File: src/hw/link_diag_defines.svh
// Behaviour
// - link flag rises only after link enabled and connection built up
// - low four bits of measured cable run time readable in the run time register
// - edge sampling pattern readable; eight set bits mean not guaranteed
// - received signal strength 0..12 held in run time register
// - quality count 0..15, 15 means no recent errors
// - quality-low event set when quality count at most 14 or strength at most 1
// - protocol-reset event set when count is 0 or strength at most 1
// - link only when count 15 and strength 2..12
// - remote strength 0..7 from encoder side
// - position in five byte registers, speed in three byte registers
// - 40-bit right-justified position, unused high bits read zero
// - fast position checked against safe position
// - fast position sampled on each sync event of the selected source, internal or external, that coincides with a done frame while link output is enabled
// - estimator engages on not-valid character, bad checksum or encoding
// - estimator loads position, speed and nonzero deviation
// - estimator-active high while estimates replace positions
// - deviation error when uncertainty exceeds the deviation limit
`ifndef LINK_DIAG_DEFINES_SVH
`define LINK_DIAG_DEFINES_SVH
`define ADR_QUALITY    8'h03
`define ADR_EVENT      8'h06
`define ADR_SAMPLE     8'h07
`define ADR_DELAY      8'h08
`define ADR_POS0       8'h0A
`define ADR_VEL0       8'h0F
`define ADR_DEV0       8'h12
`define ADR_DEV1       8'h13
`define ADR_RESOL      8'h14
`define ADR_CTRL       8'h15
`define ADR_REMOTE     8'h7C
`define Q_MAX          4'hF
`define Q_LOW_LIM      4'hE
`define RSSI_MAX       4'hC
`define RSSI_BAD       4'h1
`define FAR_RSSI_MAX   3'h7
`define EDGE_BAD       4'h8
`define SAFE_DIFF_LIM  40'h00_0000_0100
`endif

File: src/hw/link_diag_pkg.sv
package link_diag_pkg;
  typedef enum logic [1:0] {
    FR_OK,
    FR_NOT_VALID,
    FR_BAD_CRC,
    FR_BAD_CODE
  } frame_kind_t;
  typedef struct packed {
    logic [39:0] pos;
    logic [23:0] vel;
  } sample_t;
endpackage

File: src/hw/estim_if.sv
`timescale 1ns/1ps
interface estim_if;
  import link_diag_pkg::*;
  logic        step;
  logic        use_est;
  sample_t     last;
  sample_t     est;
  logic [15:0] dev;
  modport core (output step, output use_est, output last, input est, input dev);
  modport est_side (input step, input use_est, input last, output est, output dev);
endinterface

File: src/hw/feedback_link_diag.sv
`timescale 1ns/1ps
`include "link_diag_defines.svh"
module feedback_link_diag
  import link_diag_pkg::*;
#(
  parameter int POS_BITS = 40
) (
  input  wire logic        CLK_SYS,
  input  wire logic        RST,
  input  wire logic [7:0]  ADDR,
  input  wire logic [7:0]  WDATA,
  input  wire logic        WR,
  input  wire logic        RD,
  output logic      [7:0]  RDATA,
  input  wire logic        LINK_OUTPUT_ENABLE,
  input  wire logic        SYNC_EXT,
  input  wire logic        SYNC_INT,
  input  wire logic        FRAME_DONE,
  input  wire logic        FRAME_ERROR,
  input  wire logic [1:0]  FRAME_KIND,
  input  wire logic [39:0] FRAME_POS,
  input  wire logic [23:0] FRAME_VEL,
  input  wire logic [39:0] SAFE_POS,
  input  wire logic [3:0]  RSSI_IN,
  input  wire logic [2:0]  REMOTE_RSSI_IN,
  input  wire logic [7:0]  SAMPLE_PATTERN_IN,
  input  wire logic [7:0]  CABLE_DELAY_IN,
  output logic             LINK,
  output logic             ESTIMATOR_ON,
  output logic             DEV_THR_ERR,
  output logic             SAFE_MISMATCH,
  output logic             SAMPLING_UNSAFE
);
  initial begin
    if (POS_BITS < 1 || POS_BITS > 40) $error("POS_BITS out of range");
  end

  localparam logic [39:0] POS_MASK = (POS_BITS == 40) ? 40'hFF_FFFF_FFFF : ((40'h1 << POS_BITS) - 40'h1);

  estim_if est ();
  pos_estimator u_est (.CLK_SYS(CLK_SYS), .RST(RST), .e(est));

  function automatic logic [3:0] pop8(input logic [7:0] v);
    logic [3:0] n;
    n = 4'h0;
    for (int i = 0; i < 8; i++) n = n + {3'h0, v[i]};
    return n;
  endfunction

  ////////////////////////////////////////////////////////////////////////////
  // register state
  logic [3:0]  errq_r;
  logic [3:0]  rssi_r;
  logic [2:0]  far_rssi_r;
  logic [7:0]  sampling_pattern_register_r;
  logic [7:0]  delay_r;
  logic        link_r;
  logic        qlow_r;
  logic        restart_r;
  logic        est_on_r;
  logic        dev_err_r;
  logic        mism_r;
  logic [39:0] pos_r;
  logic [23:0] vel_r;
  logic [15:0] dev_limit_r;
  logic [7:0]  maxacc_r;
  logic        sync_sel_r;
  logic [7:0]  rdata_r;
  logic [3:0]  errq_nxt;
  logic [3:0]  rssi_nxt;
  logic        link_nxt;
  logic        bad_frame;
  logic        sync_ev;
  logic        frame_step;
  logic        rd_event;
  logic        rd_remote;
  logic [7:0]  rd_mux;
  logic [39:0] safe_diff;
  logic [39:0] safe_masked;
  logic [39:0] pos_new;

  ////////////////////////////////////////////////////////////////////////////
  // per-frame quality
  assign sync_ev    = sync_sel_r ? SYNC_EXT : SYNC_INT;
  assign frame_step = FRAME_DONE & LINK_OUTPUT_ENABLE;
  assign bad_frame  = frame_kind_t'(FRAME_KIND) != FR_OK;
  assign errq_nxt   = FRAME_ERROR ? (errq_r == 4'h0 ? 4'h0 : errq_r - 4'h1)
                                  : (errq_r == `Q_MAX ? errq_r : errq_r + 4'h1);
  assign rssi_nxt   = RSSI_IN > `RSSI_MAX ? `RSSI_MAX : RSSI_IN;
  // link only on full quality and usable strength
  assign link_nxt   = errq_nxt == `Q_MAX && rssi_nxt > `RSSI_BAD;
  assign rd_event   = RD && ADDR == `ADR_EVENT;
  assign rd_remote  = RD && ADDR == `ADR_REMOTE;
  assign safe_masked = SAFE_POS & POS_MASK;
  assign safe_diff  = pos_new >= safe_masked ? pos_new - safe_masked : safe_masked - pos_new;

  always_ff @(posedge CLK_SYS) begin
    if (RST || !LINK_OUTPUT_ENABLE) begin
      errq_r <= 4'h0;
      rssi_r <= 4'h0;
      link_r <= 1'b0;
    end else if (frame_step) begin
      errq_r <= errq_nxt;
      rssi_r <= rssi_nxt;
      // link set once connection is built
      link_r <= link_nxt;
    end
  end

  // event bits: set wins over read-clear
  always_ff @(posedge CLK_SYS) begin
    if (RST) begin
      qlow_r <= 1'b0;
      restart_r <= 1'b0;
    end else begin
      // quality low at 14 and below
      qlow_r <= (frame_step && (errq_nxt <= `Q_LOW_LIM || rssi_nxt <= `RSSI_BAD)) ? 1'b1 : (qlow_r & ~rd_event);
      restart_r <= (frame_step && (errq_nxt == 4'h0 || rssi_nxt <= `RSSI_BAD)) ? 1'b1 : (restart_r & ~rd_event);
    end
  end

  // remote strength keeps worst, read resets to 7
  always_ff @(posedge CLK_SYS) begin
    if (RST) far_rssi_r <= `FAR_RSSI_MAX;
    else if (frame_step && REMOTE_RSSI_IN < far_rssi_r) far_rssi_r <= REMOTE_RSSI_IN;
    else if (rd_remote) far_rssi_r <= `FAR_RSSI_MAX;
  end

  // run time and sampling pattern captured
  always_ff @(posedge CLK_SYS) begin
    if (RST) begin
      sampling_pattern_register_r <= 8'h00;
      delay_r <= 8'h00;
    end else if (frame_step) begin
      sampling_pattern_register_r <= SAMPLE_PATTERN_IN;
      delay_r <= CABLE_DELAY_IN;
    end
  end

  ////////////////////////////////////////////////////////////////////////////
  // fast position path
  assign est.step    = frame_step & sync_ev;
  assign est.use_est = bad_frame | FRAME_ERROR;
  assign est.last    = '{pos: FRAME_POS & POS_MASK, vel: FRAME_VEL};
  assign pos_new     = (est.use_est ? est.est.pos : est.last.pos) & POS_MASK;

  always_ff @(posedge CLK_SYS) begin
    if (RST) begin
      pos_r     <= 40'h00_0000_0000;
      vel_r     <= 24'h00_0000;
      est_on_r  <= 1'b0;
      dev_err_r <= 1'b0;
      mism_r    <= 1'b0;
    end else if (est.step) begin
      // sample on sync, estimate substituted, right-justified
      pos_r     <= pos_new;
      vel_r     <= est.use_est ? est.est.vel : est.last.vel;
      est_on_r  <= est.use_est;
      dev_err_r <= est.use_est && est.dev > dev_limit_r;
      mism_r    <= safe_diff > `SAFE_DIFF_LIM;
    end
  end

  ////////////////////////////////////////////////////////////////////////////
  // register bus
  always_ff @(posedge CLK_SYS) begin
    if (RST) begin
      dev_limit_r <= 16'h0000;
      maxacc_r   <= 8'h00;
      sync_sel_r <= 1'b0;
    end else if (WR) begin
      if (ADDR == `ADR_RESOL) maxacc_r <= WDATA;
      if (ADDR == `ADR_CTRL) sync_sel_r <= WDATA[0];
      if (ADDR == `ADR_DEV0 && !est_on_r) dev_limit_r[7:0] <= WDATA;
      if (ADDR == `ADR_DEV1 && !est_on_r) dev_limit_r[15:8] <= WDATA;
    end
  end

  // byte-wise position and speed, deviation readback
  always_comb begin
    rd_mux = 8'h00;
    unique case (ADDR)
      `ADR_QUALITY: rd_mux = {link_r, 3'h0, errq_r};
      `ADR_EVENT:   rd_mux = {6'h00, restart_r, qlow_r};
      `ADR_SAMPLE:  rd_mux = sampling_pattern_register_r;
      `ADR_DELAY:   rd_mux = {rssi_r, delay_r[3:0]};
      8'h0A:        rd_mux = pos_r[7:0];
      8'h0B:        rd_mux = pos_r[15:8];
      8'h0C:        rd_mux = pos_r[23:16];
      8'h0D:        rd_mux = pos_r[31:24];
      8'h0E:        rd_mux = pos_r[39:32];
      `ADR_VEL0:    rd_mux = vel_r[7:0];
      8'h10:        rd_mux = vel_r[15:8];
      8'h11:        rd_mux = vel_r[23:16];
      `ADR_DEV0:    rd_mux = est_on_r ? est.dev[7:0] : dev_limit_r[7:0];
      `ADR_DEV1:    rd_mux = est_on_r ? est.dev[15:8] : dev_limit_r[15:8];
      `ADR_RESOL:   rd_mux = maxacc_r;
      `ADR_CTRL:    rd_mux = {7'h00, sync_sel_r};
      `ADR_REMOTE:  rd_mux = {5'h00, far_rssi_r};
      default:      rd_mux = 8'h00;
    endcase
  end

  always_ff @(posedge CLK_SYS) begin
    if (RST) rdata_r <= 8'h00;
    else rdata_r <= RD ? rd_mux : 8'h00;
  end

  assign RDATA           = rdata_r;
  assign LINK            = link_r;
  assign ESTIMATOR_ON    = est_on_r;
  assign DEV_THR_ERR     = dev_err_r;
  assign SAFE_MISMATCH   = mism_r;
  assign SAMPLING_UNSAFE = pop8(sampling_pattern_register_r) >= `EDGE_BAD;

  ////////////////////////////////////////////////////////////////////////////
  // checks
  // link needs full quality
  a_link_needs_full: assert property (@(posedge CLK_SYS) disable iff (RST)
    LINK |-> errq_r == `Q_MAX && rssi_r > `RSSI_BAD) else $error("link without quality");
  a_link_rise: assert property (@(posedge CLK_SYS) disable iff (RST)
    $rose(LINK) |-> $past(frame_step) && $past(LINK_OUTPUT_ENABLE)) else $error("link rose off frame");
  a_link_off_disable: assert property (@(posedge CLK_SYS) disable iff (RST)
    !LINK_OUTPUT_ENABLE |=> !LINK) else $error("link while disabled");
  a_qlow_set: assert property (@(posedge CLK_SYS) disable iff (RST)
    frame_step && errq_nxt <= `Q_LOW_LIM |=> qlow_r) else $error("quality low missed");
  a_qlow_rssi: assert property (@(posedge CLK_SYS) disable iff (RST)
    frame_step && rssi_nxt <= `RSSI_BAD |=> qlow_r) else $error("quality low on weak signal missed");
  a_restart_set: assert property (@(posedge CLK_SYS) disable iff (RST)
    frame_step && errq_nxt == 4'h0 |=> restart_r && qlow_r) else $error("restart missed");
  a_restart_rssi: assert property (@(posedge CLK_SYS) disable iff (RST)
    frame_step && rssi_nxt <= `RSSI_BAD |=> restart_r) else $error("restart on weak signal missed");

  a_qm_range: assert property (@(posedge CLK_SYS) disable iff (RST)
    frame_step && !FRAME_ERROR && errq_r != `Q_MAX |=> errq_r == $past(errq_r) + 4'h1) else $error("count step");
  a_qm_down: assert property (@(posedge CLK_SYS) disable iff (RST)
    frame_step && FRAME_ERROR && errq_r != 4'h0 |=> errq_r == $past(errq_r) - 4'h1) else $error("count step down");
  a_rssi_range: assert property (@(posedge CLK_SYS) disable iff (RST)
    rssi_r <= `RSSI_MAX) else $error("strength over range");
  a_event_hold: assert property (@(posedge CLK_SYS) disable iff (RST)
    !frame_step && !rd_event |=> qlow_r == $past(qlow_r) && restart_r == $past(restart_r))
    else $error("event changed off frame");
  a_run_time: assert property (@(posedge CLK_SYS) disable iff (RST)
    frame_step |=> delay_r == $past(CABLE_DELAY_IN)) else $error("run time not captured");
  a_sample_flag: assert property (@(posedge CLK_SYS) disable iff (RST)
    SAMPLING_UNSAFE |-> sampling_pattern_register_r == 8'hFF) else $error("sampling flag early");

  a_est_flag: assert property (@(posedge CLK_SYS) disable iff (RST)
    est.step && est.use_est |=> ESTIMATOR_ON) else $error("estimator flag missed");
  a_est_off: assert property (@(posedge CLK_SYS) disable iff (RST)
    est.step && !est.use_est |=> !ESTIMATOR_ON) else $error("estimator flag stuck");
  a_dev_nonzero: assert property (@(posedge CLK_SYS) disable iff (RST)
    ESTIMATOR_ON |-> est.dev != 16'h0000) else $error("deviation zero while estimating");
  a_dev_err: assert property (@(posedge CLK_SYS) disable iff (RST)
    est.step && est.use_est && est.dev > dev_limit_r |=> DEV_THR_ERR) else $error("deviation error missed");
  a_pos_justify: assert property (@(posedge CLK_SYS) disable iff (RST)
    (pos_r & ~POS_MASK) == 40'h0) else $error("high position bits set");
  a_pos_hold: assert property (@(posedge CLK_SYS) disable iff (RST)
    !est.step |=> pos_r == $past(pos_r)) else $error("position changed off sync");

  a_far_rssi_worse: assert property (@(posedge CLK_SYS) disable iff (RST)
    frame_step && REMOTE_RSSI_IN < far_rssi_r |=> far_rssi_r == $past(REMOTE_RSSI_IN))
    else $error("remote strength not lowered");
  a_remote_strength_value_read: assert property (@(posedge CLK_SYS) disable iff (RST)
    rd_remote && !frame_step |=> far_rssi_r == `FAR_RSSI_MAX) else $error("remote strength not reset");
  a_rd_data: assert property (@(posedge CLK_SYS) disable iff (RST)
    RD && ADDR == `ADR_QUALITY |=> RDATA[3:0] == $past(errq_r)) else $error("quality readback");
  a_rdata_idle: assert property (@(posedge CLK_SYS) disable iff (RST)
    !RD |=> RDATA == 8'h00) else $error("read data outside read");

  c_link_up: cover property (@(posedge CLK_SYS) disable iff (RST) $rose(LINK));
  c_est_on: cover property (@(posedge CLK_SYS) disable iff (RST) $rose(ESTIMATOR_ON));
  c_dev_err: cover property (@(posedge CLK_SYS) disable iff (RST) $rose(DEV_THR_ERR));
  c_protocol_restart_event: cover property (@(posedge CLK_SYS) disable iff (RST) $rose(restart_r));
  c_sampling_bad: cover property (@(posedge CLK_SYS) disable iff (RST) $rose(SAMPLING_UNSAFE));
endmodule // feedback_link_diag

File: src/hw/pos_estimator.sv
`timescale 1ns/1ps
`include "link_diag_defines.svh"
module pos_estimator
  import link_diag_pkg::*;
(
  input wire logic CLK_SYS,
  input wire logic RST,
  estim_if.est_side e
);
  logic [15:0] dev_r;
  logic [15:0] dev_nxt;
  sample_t     est_r;
  sample_t     est_nxt;
  logic [39:0] ext_vel;

  assign ext_vel = {{16{e.last.vel[23]}}, e.last.vel};
  // uncertainty grows each estimated frame, cleared on good frame
  assign dev_nxt = !e.use_est ? 16'h0000 : (dev_r == 16'hFFFF ? dev_r : dev_r + 16'h0001);
  assign est_nxt = e.use_est ? '{pos: est_r.pos + ext_vel, vel: est_r.vel}
                             : '{pos: e.last.pos + ext_vel, vel: e.last.vel};

  always_ff @(posedge CLK_SYS) begin
    if (RST) begin
      dev_r <= 16'h0000;
      est_r <= '0;
    end else if (e.step) begin
      dev_r <= dev_nxt;
      est_r <= est_nxt;
    end
  end
  assign e.est = e.use_est ? est_r : e.last;
  assign e.dev = dev_r;
endmodule // pos_estimator

File: config.mk
export PLATFORM = sky130hd
export DESIGN_NAME = feedback_link_diag
export DESIGN_NICKNAME = d
export VERILOG_FILES = /design/src/hw/link_diag_pkg.sv /design/src/hw/estim_if.sv /design/src/hw/feedback_link_diag.sv /design/src/hw/pos_estimator.sv
export VERILOG_INCLUDE_DIRS = /design/src /design/src/hw
export SDC_FILE = /design/constraint.sdc
export NUM_CORES = 1
export LEC_CHECK = 0
export ABC_AREA = 1
export BUFFER_PORTS_ARGS = -buffer_cell sky130_fd_sc_hd__buf_4
export CELL_PAD_IN_SITES_DETAIL_PLACEMENT = 1
export CELL_PAD_IN_SITES_GLOBAL_PLACEMENT = 1
export CORE_MARGIN = 4
export CORE_UTILIZATION = 46
export DETAILED_ROUTE_END_ITERATION = 6
export PLACE_DENSITY_LB_ADDON = 0.3
export SYNTH_ARGS = -nofsm -noshare
export SYNTH_HDL_FRONTEND = slang
export SYNTH_HIERARCHICAL = 1
export SYNTH_SLANG_ARGS = --single-unit
File: constraint.sdc
create_clock -name CLK_SYS -period 8.5 [get_ports CLK_SYS]
set_input_delay 0 -clock CLK_SYS [delete_from_list [all_inputs] [get_ports CLK_SYS]]
set_output_delay 0 -clock CLK_SYS [all_outputs]
set_load 0.03 [all_outputs]
After elaboration in Yosys (flattened, before gate mapping)
Index checks and enable logic that the tools add are counted.
- register bits: 206
- latch bits: 0
- bits in writable memories: 0
- memory bits (read-only): 0
- output and inout bits: 13
- logic and storage cells: 116
- memories kept: 0
- $add $sub $neg: 14
- multiply operators: 0
- divide/modulo/power cells: 0
- order comparisons: 9
- equality and inequality tests: 21
- shift operators: 0
- multiplexer cells: 18
- bitwise gates (word level): 8
- reduce and logical (&&, ||, !) cells: 25
- operator list (operator ; count):
    8-bit case mux with 17 select lines ; 1
    40-bit adder ; 2
    40-bit two-way mux ; 2
    40-bit subtractor ; 2
    64-bit two-way mux ; 1
    8-bit by 4-bit == test with 1-bit output (second input constant) ; 7
    8-bit by 5-bit == test with 1-bit output (second input constant) ; 6
    40-bit >= comparator ; 1
    40-bit by 9-bit greater-than comparator with 1-bit output (second input constant) ; 1
    16-bit two-way mux ; 2
    24-bit two-way mux ; 1
    16-bit by 1-bit adder with 16-bit output (second input constant) ; 1
    4-bit by 1-bit adder with 4-bit output ; 4
    16-bit == test (second input constant) ; 1
    8-bit by 3-bit == test with 1-bit output (second input constant) ; 2
    16-bit greater-than comparator ; 1
    4-bit two-way mux ; 4
    8-bit two-way mux ; 2
    2-bit AND reduction ; 6
    1-bit logical AND ; 9
    4-bit == test (second input constant) ; 2
    8-bit by 2-bit == test with 1-bit output (second input constant) ; 1
    8-bit by 7-bit == test with 1-bit output (second input constant) ; 1
    4-bit logical NOT ; 2
    other kinds (21) ; 33

Logic depth before layout (Yosys ltp)
Gate-level depths: netlist (run 1).
- depth in word-level cells: 8
- depth in mapped cells: 36

By module
The synthesis (run 1) kept the hierarchy.
- by module, submodules not included (module ; times used ; cells an instance ; area an instance (µm²) ; seq. area each (µm²)):
    feedback_link_diag ; 1 ; 2249 ; 13007.5 ; 2522.4
    pos_estimator ; 1 ; 1217 ; 6826.5 ; 1601.5

Worst setup path after synthesis (run 1)
No wires, ideal clock.
- path kind: input-to-reg
- start point: input FRAME_ERROR
- end point: register mism_r (netlist: SAFE_MISMATCH)
- library setup time: 0.117 ns
- arrival: 4.267 ns
- data required time: 8.383 ns
- slack: 4.116 ns
- cell stages on the path: 35
- path buffers: 5
- cell sequence: inv_1 -> nand2_1 -> clkbuf_1 -> buf_1 -> inv_2 -> clkbuf_1 -> clkbuf_1 -> nand2_1 -> nand2_1 -> or2_2 -> o21ai_0 -> ha_1 -> inv_1 -> fa_1 -> nand3_1 -> nand3_1 -> nand2_1 -> nand2_1 -> nand2_1 -> nand3_2 -> nand2_4 -> nand2_8 -> buf_8 -> nand2_1 -> nand2_1 -> nand2_1 -> nand2_1 -> inv_1 -> nand2_1 -> nor2_1 -> nand2_1 -> nor2_1 -> nand3_1 -> nor2_1 -> nor2_1
- cells in the longest elaborated chain, start to end: 5
- ends and longest elaborated chain (element ; RTL line ; source):
    start: declaration ; feedback_link_diag.sv:19 ; input wire logic FRAME_ERROR,
    1-bit OR (*) ; feedback_link_diag.sv:143 ; assign est.use_est = bad_frame | FRAME_ERROR;
    via est.use_est ; estim_if.sv:5 ; logic use_est;
    40-bit two-way mux (*) ; feedback_link_diag.sv:145 ; assign pos_new = (est.use_est ? est.est.pos : est.last.pos) & POS_MASK;
    40-bit subtractor / 40-bit >= comparator (equally long branches) ; feedback_link_diag.sv:95 ; assign safe_diff = pos_new >= safe_masked ? pos_new - safe_masked : safe_masked - pos_new;
    40-bit two-way mux (*) ; feedback_link_diag.sv:95 ;
    40-bit by 9-bit greater-than comparator with 1-bit output (no line) (*) ; -- ;
    end signal: assignment ; feedback_link_diag.sv:160 ; mism_r <= safe_diff > `SAFE_DIFF_LIM;
    end: declaration ; feedback_link_diag.sv:62 ; logic mism_r;
The timed path passes the listed nets; every way through them passes the cells marked *.
A chain may end at the register's enable or synchronous reset.

Final worst setup path (run 1)
- start point: input FRAME_KIND[0]
- end point: register mism_r (netlist: SAFE_MISMATCH)
- cells in the longest elaborated chain, start to end: 6
- ends and longest elaborated chain (element ; RTL line ; source):
    start: declaration ; feedback_link_diag.sv:20 ; input wire logic [1:0] FRAME_KIND,
    2-bit nonzero test (*) ; feedback_link_diag.sv:86 ; assign bad_frame = frame_kind_t'(FRAME_KIND) != FR_OK;
    1-bit OR (*) ; feedback_link_diag.sv:143 ;
    40-bit two-way mux (*) ; feedback_link_diag.sv:145 ;
    via pos_new[35] ; feedback_link_diag.sv:80 ; logic [39:0] pos_new;
    40-bit subtractor / 40-bit >= comparator (equally long branches) ; feedback_link_diag.sv:95 ;
    40-bit two-way mux (*) ; feedback_link_diag.sv:95 ;
    40-bit by 9-bit greater-than comparator with 1-bit output (no line) (*) ; -- ;
Marked as above.

==> impl_metrics.ini, run 1 <==
[routing]
vias_per_cell = 5.86
routed_wl_um = 95300
firstDrtPassIters = 7
wl_per_cell_um = 22.5
drtIter0Drc = 2110
antenna_left = 0
drc = 0
num_vias = 24800

[logic_synthesis]
netlist_instances = 3466
synth_nets = 3768
synth_seq_cells = 206
ys_async_sr_fraction_pct = 0
netlist-cell-type-count = 57
synth-edff-count = 0
yosys_most_used_dff = dfxtp_1
synth_warnings = 6
ys_seq_area_share_pct = 20.8
mappedNetlistArea_um2 = 19800
avgSynthCellArea_um2 = 5.72

[power]
power_density_nw_per_um2 = 155
p_total_mw = 3.58
p_leak_nw = 11.8
ir_worst_vdd_mv = 0.147

[final_layout]
synthToLayoutAreaGrowth_pct = 16.3
nNetsFinal = 3935
finalInstanceArea_um2 = 23100
drive_above_1_share_pct = 7.84
stdcell_count = 4232
post-route-util_pct = 54.5

[place]
dp_cells = 4113
post-place-ws_ns = 2.83
place_hpwl_um = 70600
gp_congestion = 1.04
dpl_cell_area_um2 = 21400
port_buffers = 162

[sta]
worstMarginPinSlew_ns = 1.27
fin_crit_ns = 5.92
clock_skew_ns = 0.0182
rsz0062_at_grt = false
slew_violations = 0
hold_slack_ns = 0.0768
timing.final.crit_share_pct = 69.6
slew_headroom_pct = 14.7
max_freq_mhz = 169
totalNegativeSetupSlack_ns = 0
finalWorstSetupSlack_ns = 2.58
finalSetupViolCount = 0
finalHoldViolCount = 0

[grt]
grt_pass1_wl_um = 145000
antenna_found_initial = 5
grt_pass1_vias = 25800
grt.total_usage_pct = 39.1
grt_max_degree = 104
overflow = 0

[die]
die_y_um = 216
core_um2 = 42300
io_pins = 167
die_area_um2 = 46500
num_rows = 75
initial_core_util_pct = 46.9
fp.dieW_um = 216

[status]
status = completed

[clock_tree]
clk_latency_ns = 0.55
root_buffer = clkbuf_16
cts_buffers = 25
clkTransAtPathRegs_ns = 0.07
clk_path_buf_depth = 3
cts.sink_count = 206
htreeDepth = 1
cts_tree = yes
postCtsSetupBuffers = 0

[worst_setup_path]
ff2ff_setup_slack_ns = 3.51
cp-start-kind = input pin
critPathRequiredTime_ns = 8.93
worstPathMaxFanout = 103
crit_path_end_kind = flip-flop
worst_ep_arrival_time_ns = 6.35
crit_type = input pin to flip-flop

[hold_path]
hp-class = input pin to flip-flop

[run]
max-cap-violations = 0
==> where the power goes <==
part | leakage (nW) | internal (mW) | total (mW) | switching, mW
clock network | 0.460 | 0.786 | 1.28 | 0.494
registers | 1.68 | 1.00 | 1.03 | 0.0286
logic | 9.64 | 0.392 | 1.27 | 0.880
total | 11.8 | 2.18 | 3.58 | 1.40
==> worst max-delay path, cell delays in order <==
cell	delay (ns)
dlygate4sd3_1	0.55
buf_4	0.14
nor2_1	0.24
nand2_4	0.28
clkinv_2	0.36
buf_12	0.41
o21ai_0	0.20
nand2_1	0.10
o21ai_0	0.45
ha_1	0.66
a21oi_1	0.36
a21oi_1	0.14
nor2_1	0.28
nand3_1	0.20
a21oi_4	0.79
nand2_1	0.17
nand3_1	0.18
nand2_1	0.06
inv_1	0.05
nand2_1	0.04
nor2_1	0.10
nand2_1	0.09
nor2_1	0.13
nand3_1	0.10
nor2_1	0.16
nor2_1	0.06
==> cell usage in the layout, fill, tap and decap left out, drive strengths merged, types with 4 or more instances in the layout <==
cell | Yosys | layout
xor2 | 42 | 42
a41oi | 6 | 6
a21oi | 302 | 302
nand3b | 4 | 4
or2 | 19 | 19
inv | 622 | 622
nor2 | 314 | 314
a21boi | 4 | 4
nand4 | 22 | 22
dlygate4sd3 | 0 | 70
o22ai | 9 | 9
and2 | 5 | 5
a21o | 5 | 5
clkbuf | 75 | 32
a31oi | 7 | 7
o21ai | 334 | 334
o2111ai | 4 | 4
a221oi | 23 | 23
ha | 143 | 143
bufinv | 0 | 7
a211oi | 10 | 10
buf | 29 | 174
o21bai | 13 | 13
nor3 | 27 | 27
diode | 0 | 5
clkinv | 5 | 10
nand3 | 208 | 208
dfxtp | 206 | 206
fa | 5 | 5
nand2 | 991 | 991
nor4 | 10 | 10
o211ai | 6 | 6
==> logic make-up (layout without fill, tap and decap cells) <==
| logic type | count (synthesis) | after routing | synth area share (%) |
|---|---|---|---|
| simple gates | 1601 | 1601 | 33.4 |
| compound gates | 735 | 735 | 20.0 |
| buf+inv | 731 | 915 | 14.2 |
| flops | 206 | 206 | 20.8 |
| fa+ha+maj | 148 | 148 | 9.53 |
| xor+xnor | 45 | 45 | 1.99 |
| other cells | 0 | 5 | 0 |
==> what timing repair did <==
item / 4_1_cts / 5_1_grt
gates resized for setup: 0 / 0
hold buffers: 70 / 0
endpoints found under the hold margin: 108 / 0
==> area by class of cell <==
| class | count | area [um^2] |
|---|---|---|
| clock inverters | 12 | 239 |
| repair buffers | 244 | 2020 |
| flip-flops and latches | 206 | 4120 |
| multi-input cells | 2529 | 12900 |
| diodes | 5 | 12.5 |
| well taps | 577 | 722 |
| inverters | 627 | 2350 |
| fillers | 6104 | 19300 |
| clock buffers | 32 | 692 |
==> Yosys cell counts (7+ instances only) <==
cell type	instances	area, um^2
nor2_1	300	1130
nand3_1	206	1030
ha_1	143	1790
inv_2	9	33.8
a221oi_1	23	201
a31oi_1	7	43.8
o21ai_0	316	1580
o21bai_1	13	97.6
dfxtp_1	206	4120
a211oi_1	10	75.1
nand2_1	975	3660
buf_2	9	45.0
inv_1	613	2300
nor2_2	8	50.1
buf_1	9	33.8
xor2_1	42	368
clkbuf_1	74	278
a21oi_1	299	1500
nand2_2	13	81.3
o21ai_1	18	90.1
nor4_1	9	56.3
or2_2	18	113
o22ai_1	9	56.3
nor3_1	23	115
nand4_1	22	138
==> sequential cells by signal, summed over array words and instances (netlist names), 3 cells and up <==
register,cells
u_est/est_r,64
pos_r,40
vel_r,24
dev_limit_r,16
u_est/e.dev,16
RDATA,8
maxacc_r,8
sampling_pattern_register_r,8
delay_r,4
errq_r,4
rssi_r,4
far_rssi_r,3
==> per-layer routing <==
| layer | wire [um] | global-route usage [%] |
|---|---|---|
| met4 | 6590 | 22.5 |
| met1 | 37900 | 48.0 |
| met5 | 0 | 0 |
| met2 | 44000 | 65.3 |
| met3 | 6930 | 5.95 |
==> worst paths after layout <==
| check | depth (start not counted) | to | from |
|---|---|---|---|
| min reg2reg | 2 | u_est/est_r[11]$_SDFFE_PP0P_ | u_est/est_r[11]$_SDFFE_PP0P_ |
| max | 26 | SAFE_MISMATCH$_SDFFE_PP0P_ | FRAME_KIND[0] |
| min | 4 | RDATA[5]$_SDFF_PP0_ | ADDR[2] |
| max reg2reg | 25 | SAFE_MISMATCH$_SDFFE_PP0P_ | u_est/est_r[24]$_SDFFE_PP0P_ |
No activity file was read; power rests on OpenSTA's default activity.
==> run 2: changes to the inputs <==
--- a/config.mk
+++ b/config.mk
@@ -6,12 +6,12 @@
 export SDC_FILE = /design/constraint.sdc
 export NUM_CORES = 1
 export LEC_CHECK = 0
-export ABC_AREA = 1
+export ABC_AREA = 0
 export BUFFER_PORTS_ARGS = -buffer_cell sky130_fd_sc_hd__buf_4
 export CELL_PAD_IN_SITES_DETAIL_PLACEMENT = 1
 export CELL_PAD_IN_SITES_GLOBAL_PLACEMENT = 1
 export CORE_MARGIN = 4
-export CORE_UTILIZATION = 46
+export CORE_UTILIZATION = 41
 export DETAILED_ROUTE_END_ITERATION = 6
 export PLACE_DENSITY_LB_ADDON = 0.3
 export SYNTH_ARGS = -nofsm -noshare
==> constraint.sdc (replaced) <==
create_clock -name CLK_SYS -period 4.9 [get_ports CLK_SYS]
set_input_delay 0 -clock CLK_SYS [delete_from_list [all_inputs] [get_ports CLK_SYS]]
set_output_delay 0 -clock CLK_SYS [all_outputs]
set_load 0.03 [all_outputs]
==> impl_metrics.ini, run 2 <==
[logic_synthesis]
yosys-top-cells-count = nor2_1 (220), a21oi_1 (206), dfxtp_1 (206)
yosysTopAreaCellShare_pct = 23.4
synth-edff-count = 0
synth_nets = 2561
ys_async_sr_fraction_pct = 0
ys_seq_area_share_pct = 23.4
yosysTopAreaCell = dfxtp_1
synth_warnings = 6
mappedNetlistArea_um2 = 17600
netlist-cell-type-count = 96
synth_area_leaders = dfxtp_1 (23%), ha_1 (10%), mux2i_1 (7.0%), a21oi_1 (5.9%), nor2_1 (4.7%)
synth_seq_cells = 206
netlist_instances = 2259
yosys_most_used_dff = dfxtp_1
avgSynthCellArea_um2 = 7.80
synth.most_common_cell = nor2_1

[die]
fp.dieW_um = 215
die_y_um = 215
initial_core_util_pct = 41.7
core_um2 = 42200
io_pins = 167
die_area_um2 = 46300
num_rows = 75

[final_layout]
final_common_cell = buf_4
largest_reg_flops = 64
stdcell_count = 3170
synthToLayoutAreaGrowth_pct = 26.3
drive_above_1_share_pct = 20.3
largestRegisters = u_est/est_r x64, pos_r x40, vel_r x24
final_cell_mix = buf_4 (381), nor2_1 (219), dfxtp_1 (206), a21oi_1 (205), nand2_1 (198)
post-route-util_pct = 52.7
nNetsFinal = 2918
n_antenna_cell = 0
largest-register = u_est/est_r
fillers = 5180

[routing]
wl_per_cell_um = 25.0
drtIter0Drc = 1611
antenna_left = 0
num_vias = 19400
vias_per_cell = 6.11
firstDrtPassIters = 6
routed_wl_um = 79400
drc = 0

[grt]
overflow = 0
grt.total_usage_pct = 32.9
grt_max_degree = 156
antenna_found_initial = 0
grt_pass1_wl_um = 122000
grt_pass1_vias = 20500

[power]
p_total_mw = 5.71
combPwrFrac_pct = 36.7
p_int_mw = 3.64
switching_share_pct = 36.2
power_frac_seq_pct = 31.4
power_density_nw_per_um2 = 256
ir_worst_vdd_mv = 0.250
p_clk_share_pct = 31.9
p_leak_nw = 9.86
p_sw_mw = 2.06

[sta]
slew_violations = 0
fin_crit_ns = 4.57
worstMarginPinSlew_ns = 1.18
timing.final.crit_share_pct = 93.3
finalHoldViolCount = 0
slew_headroom_pct = 21.0
rsz0062_at_grt = false
finalSetupViolCount = 0
clock_skew_ns = 0.0265
max_freq_mhz = 219

[clock_tree]
cts_buffers = 24
root_buffer = clkbuf_16
clk_path_buf_depth = 3
cts.sink_count = 206
cts_tree = yes
postCtsSetupBuffers = 0
htreeDepth = 1
clk_latency_ns = 0.56
cts_resized = 0
clkTransAtPathRegs_ns = 0.07
hold_buffers = 84

[worst_setup_path]
critPathRequiredTime_ns = 5.33
crit_type = flip-flop to flip-flop
critPathBufInv = 4
path_cells = mux2_2, mux2i_1, buf_4, inv_1, ha_1, buf_4, nand2_1, o21ai_0, o211a_1, o31ai_4, nand2_8, buf_4, o21ai_0, o22ai_1, xor2_1, nor4_1, nand4_1, nor4_1, a31oi_1
worst_path_dominant_cell_family = compound AO/OA/AOI/OAI gates
worst_ep_arrival_time_ns = 5.00
cp_slowest_cell = o31ai_4
cp-start-kind = flip-flop
max_stage_delay_ns = 0.41
crit_path_frequent_cell = buf_4
crit_path_end_kind = flip-flop
worstPathMaxFanout = 15

[place]
gp_congestion = 1.04
place_hpwl_um = 61000
port_buffers = 162
dp_cells = 3045

[hold_path]
hp-class = input pin to flip-flop

[status]
status = completed

[run]
max-cap-violations = 0
-- run 2: worst paths after layout --
check	from	to	slack (ns)	depth (start not counted)
worst min-delay path	FRAME_POS[8]	pos_r[8]$_SDFFE_PP0P_	0.01	4
worst min register to register	u_est/est_r[40]$_SDFFE_PP0P_	u_est/est_r[40]$_SDFFE_PP0P_	0.46	2
worst max-delay path	u_est/est_r[30]$_SDFFE_PP0P_	SAFE_MISMATCH$_SDFFE_PP0P_	0.33	19
worst max register to register	u_est/est_r[30]$_SDFFE_PP0P_	SAFE_MISMATCH$_SDFFE_PP0P_	0.33	19
-- run 2: logic make-up (layout without fill, tap and decap cells) --
logic type	count (synthesis)	count (layout)	synth area share, %
AO/OA/AOI/OAI	691	691	26.3
flip-flops	206	206	23.4
XOR/XNOR	65	65	3.27
multiplexers	195	195	11.7
adder cells (fa/ha/maj)	148	148	10.7
AND/OR/NAND/NOR	682	682	18.3
buffers and inverters	272	644	6.36
-- run 2: cell type report --
type	count	area, um^2	area share [%]
well taps	539	674	3.03
clock inverters	12	130	0.585
inverters	134	505	2.27
multi-input cells	1781	12400	55.7
flip-flops and latches	206	4120	18.5
clock buffers	29	639	2.87
repair buffers	469	3780	17.0
-- run 2: power by group through the flow --
stage               Sequential, mW  Combinational, mW  Clock, mW
finish                        1.79               2.10       1.82
global route                  1.79               2.25       1.91
CTS                           1.79               2.05       1.83
detailed placement            1.82               1.98          0
global placement              1.82               1.94          0
floorplan                     1.79               1.17          0
-- run 2: stage by stage --
step | cell area [um^2] | hold WS (ns) | TNS, ns | setup slack [ns]
finish | 22300 | 0.0143 | 0 | 0.330
global route | 22300 | 0.0442 | 0 | 0.00899
detailed placement | 20600 | 0.265 | -0.161 | -0.161
CTS | 22300 | 0.00649 | 0 | 0.358
global placement | 20600 | 0.255 | -0.0797 | -0.0797
floorplan | 17700 | 0.133 | 0 | 0.0497
-- run 2: layer usage --
| metal | vias up | track usage (%) | part of all wire (%) |
|---|---|---|---|
| met3 | 186 | 4.46 | 5.6 |
| met2 | 671 | 56.2 | 47 |
| met4 | 0 | 13.7 | 5.1 |
| li1 | 8962 | - | - |
| met5 | - | 0 | 0 |
| met1 | 9558 | 41.7 | 42 |
-- run 2: worst register-to-register path: stages (launching register included) --
cell     delay (ns)
dfxtp_1        0.33
mux2_2         0.29
mux2i_1        0.35
buf_4          0.22
inv_1          0.05
ha_1           0.28
buf_4          0.18
nand2_1        0.10
o21ai_0        0.19
o211a_1        0.32
o31ai_4        0.41
nand2_8        0.09
buf_4          0.22
o21ai_0        0.35
o22ai_1        0.17
xor2_1         0.18
nor4_1         0.27
nand4_1        0.15
nor4_1         0.20
a31oi_1        0.12
==> run 3: changes to the inputs <==
--- a/config.mk
+++ b/config.mk
@@ -6,12 +6,12 @@
 export SDC_FILE = /design/constraint.sdc
 export NUM_CORES = 1
 export LEC_CHECK = 0
-export ABC_AREA = 0
+export ABC_AREA = 1
 export BUFFER_PORTS_ARGS = -buffer_cell sky130_fd_sc_hd__buf_4
 export CELL_PAD_IN_SITES_DETAIL_PLACEMENT = 1
 export CELL_PAD_IN_SITES_GLOBAL_PLACEMENT = 1
 export CORE_MARGIN = 4
-export CORE_UTILIZATION = 41
+export CORE_UTILIZATION = 38
 export DETAILED_ROUTE_END_ITERATION = 6
 export PLACE_DENSITY_LB_ADDON = 0.3
 export SYNTH_ARGS = -nofsm -noshare
==> impl_metrics.ini, run 3 (synthesis gave the netlist of run 1 again) <==
[status]
status = completed

[final_layout]
final_cell_mix = nand2_1 (974), inv_1 (612), o21ai_0 (316), nor2_1 (300), a21oi_1 (299)
drive_above_1_share_pct = 8.66
fillers = 7283
nNetsFinal = 3964
seq_area_um2 = 4120
final_common_cell = nand2_1
multiInputGateArea_um2 = 12900
stdcell_count = 4364
largest_reg_flops = 64
finalInstanceArea_um2 = 23500
largestRegisters = u_est/est_r x64, pos_r x40, vel_r x24
largest-register = u_est/est_r
synthToLayoutAreaGrowth_pct = 18.5

[routing]
met3_length_um = 5120
routed_wl_um = 88600
highest_layer = met4
vias_per_cell = 5.36
wl_met2_um = 40000
drc = 0
firstDrtPassIters = 5
wl_met1_um = 39200
num_vias = 23400
wl_per_cell_um = 20.3
antenna_left = 0
drtIter0Drc = 1591

[die]
initial_core_util_pct = 38.5
die_area_um2 = 55900
io_pins = 167
core_um2 = 51500
num_rows = 83
die_y_um = 236
fp.dieW_um = 236

[sta]
timing.final.crit_share_pct = 83.8
finalHoldViolCount = 0
hold_slack_ns = 0.0155
worstMarginPinSlew_ns = 1.36
max_freq_mhz = 243
slew_headroom_pct = 8.05
rsz0062_at_grt = false
finalSetupViolCount = 0
totalNegativeSetupSlack_ns = 0
fin_crit_ns = 4.11
clock_skew_ns = 0.0243
slew_violations = 0

[power]
p_sw_mw = 2.40
p_clk_share_pct = 36.6
switching_share_pct = 38.3
p_int_mw = 3.86
p_leak_nw = 12.0
combPwrFrac_pct = 34.9
p_total_mw = 6.26
power_density_nw_per_um2 = 266
ir_worst_vdd_mv = 0.275
power_frac_seq_pct = 28.5

[grt]
overflow = 0
grt.total_usage_pct = 30.1
grt_max_degree = 127
grt_pass1_vias = 23100
grt_pass1_wl_um = 132000
antenna_found_initial = 2

[clock_tree]
cts_tree = yes
clkTransAtPathRegs_ns = 0.08
cts_resized = 0
clk_path_buf_depth = 3
cts_buffers = 27
cts.sink_count = 206
clk_latency_ns = 0.58
root_buffer = clkbuf_16
htreeDepth = 1

[worst_setup_path]
worst_ep_arrival_time_ns = 4.58
cp_slowest_cell = fa_1
crit_type = flip-flop to flip-flop
cp-start-kind = flip-flop
critPathRequiredTime_ns = 5.37
worstPathMaxFanout = 42
max_stage_delay_ns = 0.40
crit_path_end_kind = flip-flop
crit_path_frequent_cell = nand2_1

[place]
place_hpwl_um = 69700
gp_congestion = 0.972
port_buffers = 162
dp_cells = 4242
dpl_cell_area_um2 = 21800

[hold_path]
hp-class = input pin to flip-flop

[run]
max-cap-violations = 0
==> run 3: cell types whose count changed in the layout (fill, tap and decap cells not counted), sizes merged, moves of 94 or more <==
cell and change:
o21ai +207, mux2i -124, buf -185, inv +491
nand2 +792, a21oi +94, nand3 +152
==> run 3: worst max-delay path: cells and delay by family, from the launching register on <==
kind,cells,cell delay [ns]
AND/OR/NAND/NOR,22,2.52
adder cells (fa/ha/maj),2,0.72
flip-flops,1,0.31
AO/OA/AOI/OAI,1,0.29
buffers and inverters,2,0.18
==> run 3: metal layers <==
| metal | vias up | global-route usage [%] |
|---|---|---|
| li1 | 11400 | - |
| met1 | 11200 | 40.0 |
| met2 | 663 | 49.3 |
| met3 | 169 | 3.87 |
| met4 | 0 | 12.5 |
| met5 | - | 0 |
==> run 3: layout make-up <==
cell class,instances,share of cell area [%]
Sequential cell,206,17.5
Tap cell,680,3.62
Timing Repair Buffer,271,9.57
Clock inverter,16,1.15
Multi-Input combinational cell,2529,54.9
Clock buffer,34,3.20
Antenna cell,1,0.0106
Inverter,627,10.0
==> run 3: what timing repair did <==
action | in CTS | in global routing
hold buffers | 71 | 0
buffers inserted | 0 | 0
endpoints found under the hold margin | 111 | 0
setup endpoints to repair | 0 | 0
==> run 3: worst paths after layout <==
check / from / end / slack, ns / depth (start not counted)
setup / recovery: u_est/est_r[24]$_SDFFE_PP0P_ / SAFE_MISMATCH$_SDFFE_PP0P_ / 0.79 / 27
hold / removal: RST / u_est/e.dev[12]$_SDFFE_PP0P_ / 0.02 / 2
setup reg to reg: u_est/est_r[24]$_SDFFE_PP0P_ / SAFE_MISMATCH$_SDFFE_PP0P_ / 0.79 / 27
hold reg to reg: u_est/est_r[13]$_SDFFE_PP0P_ / u_est/est_r[13]$_SDFFE_PP0P_ / 0.47 / 2
==> run 3: power by group through the flow <==
stage	Combinational [mW]	Sequential (mW)	Clock (mW)
after floorplan	1.34	1.80	0
after global placement	2.05	1.81	0
after detailed placement	2.08	1.82	0
after CTS	2.14	1.78	2.33
after global routing	2.39	1.79	2.40
final	2.18	1.78	2.29
==> run 3: stage by stage <==
step / worst slack, ns / utilization, %
5_1_grt: 0.407 / 45.6
2_1_floorplan: 0.516 / -
3_5_place_dp: 0.341 / 42.3
4_1_cts: 0.831 / 45.6
6_report: 0.792 / 45.6
3_3_place_gp: 0.403 / 42.3
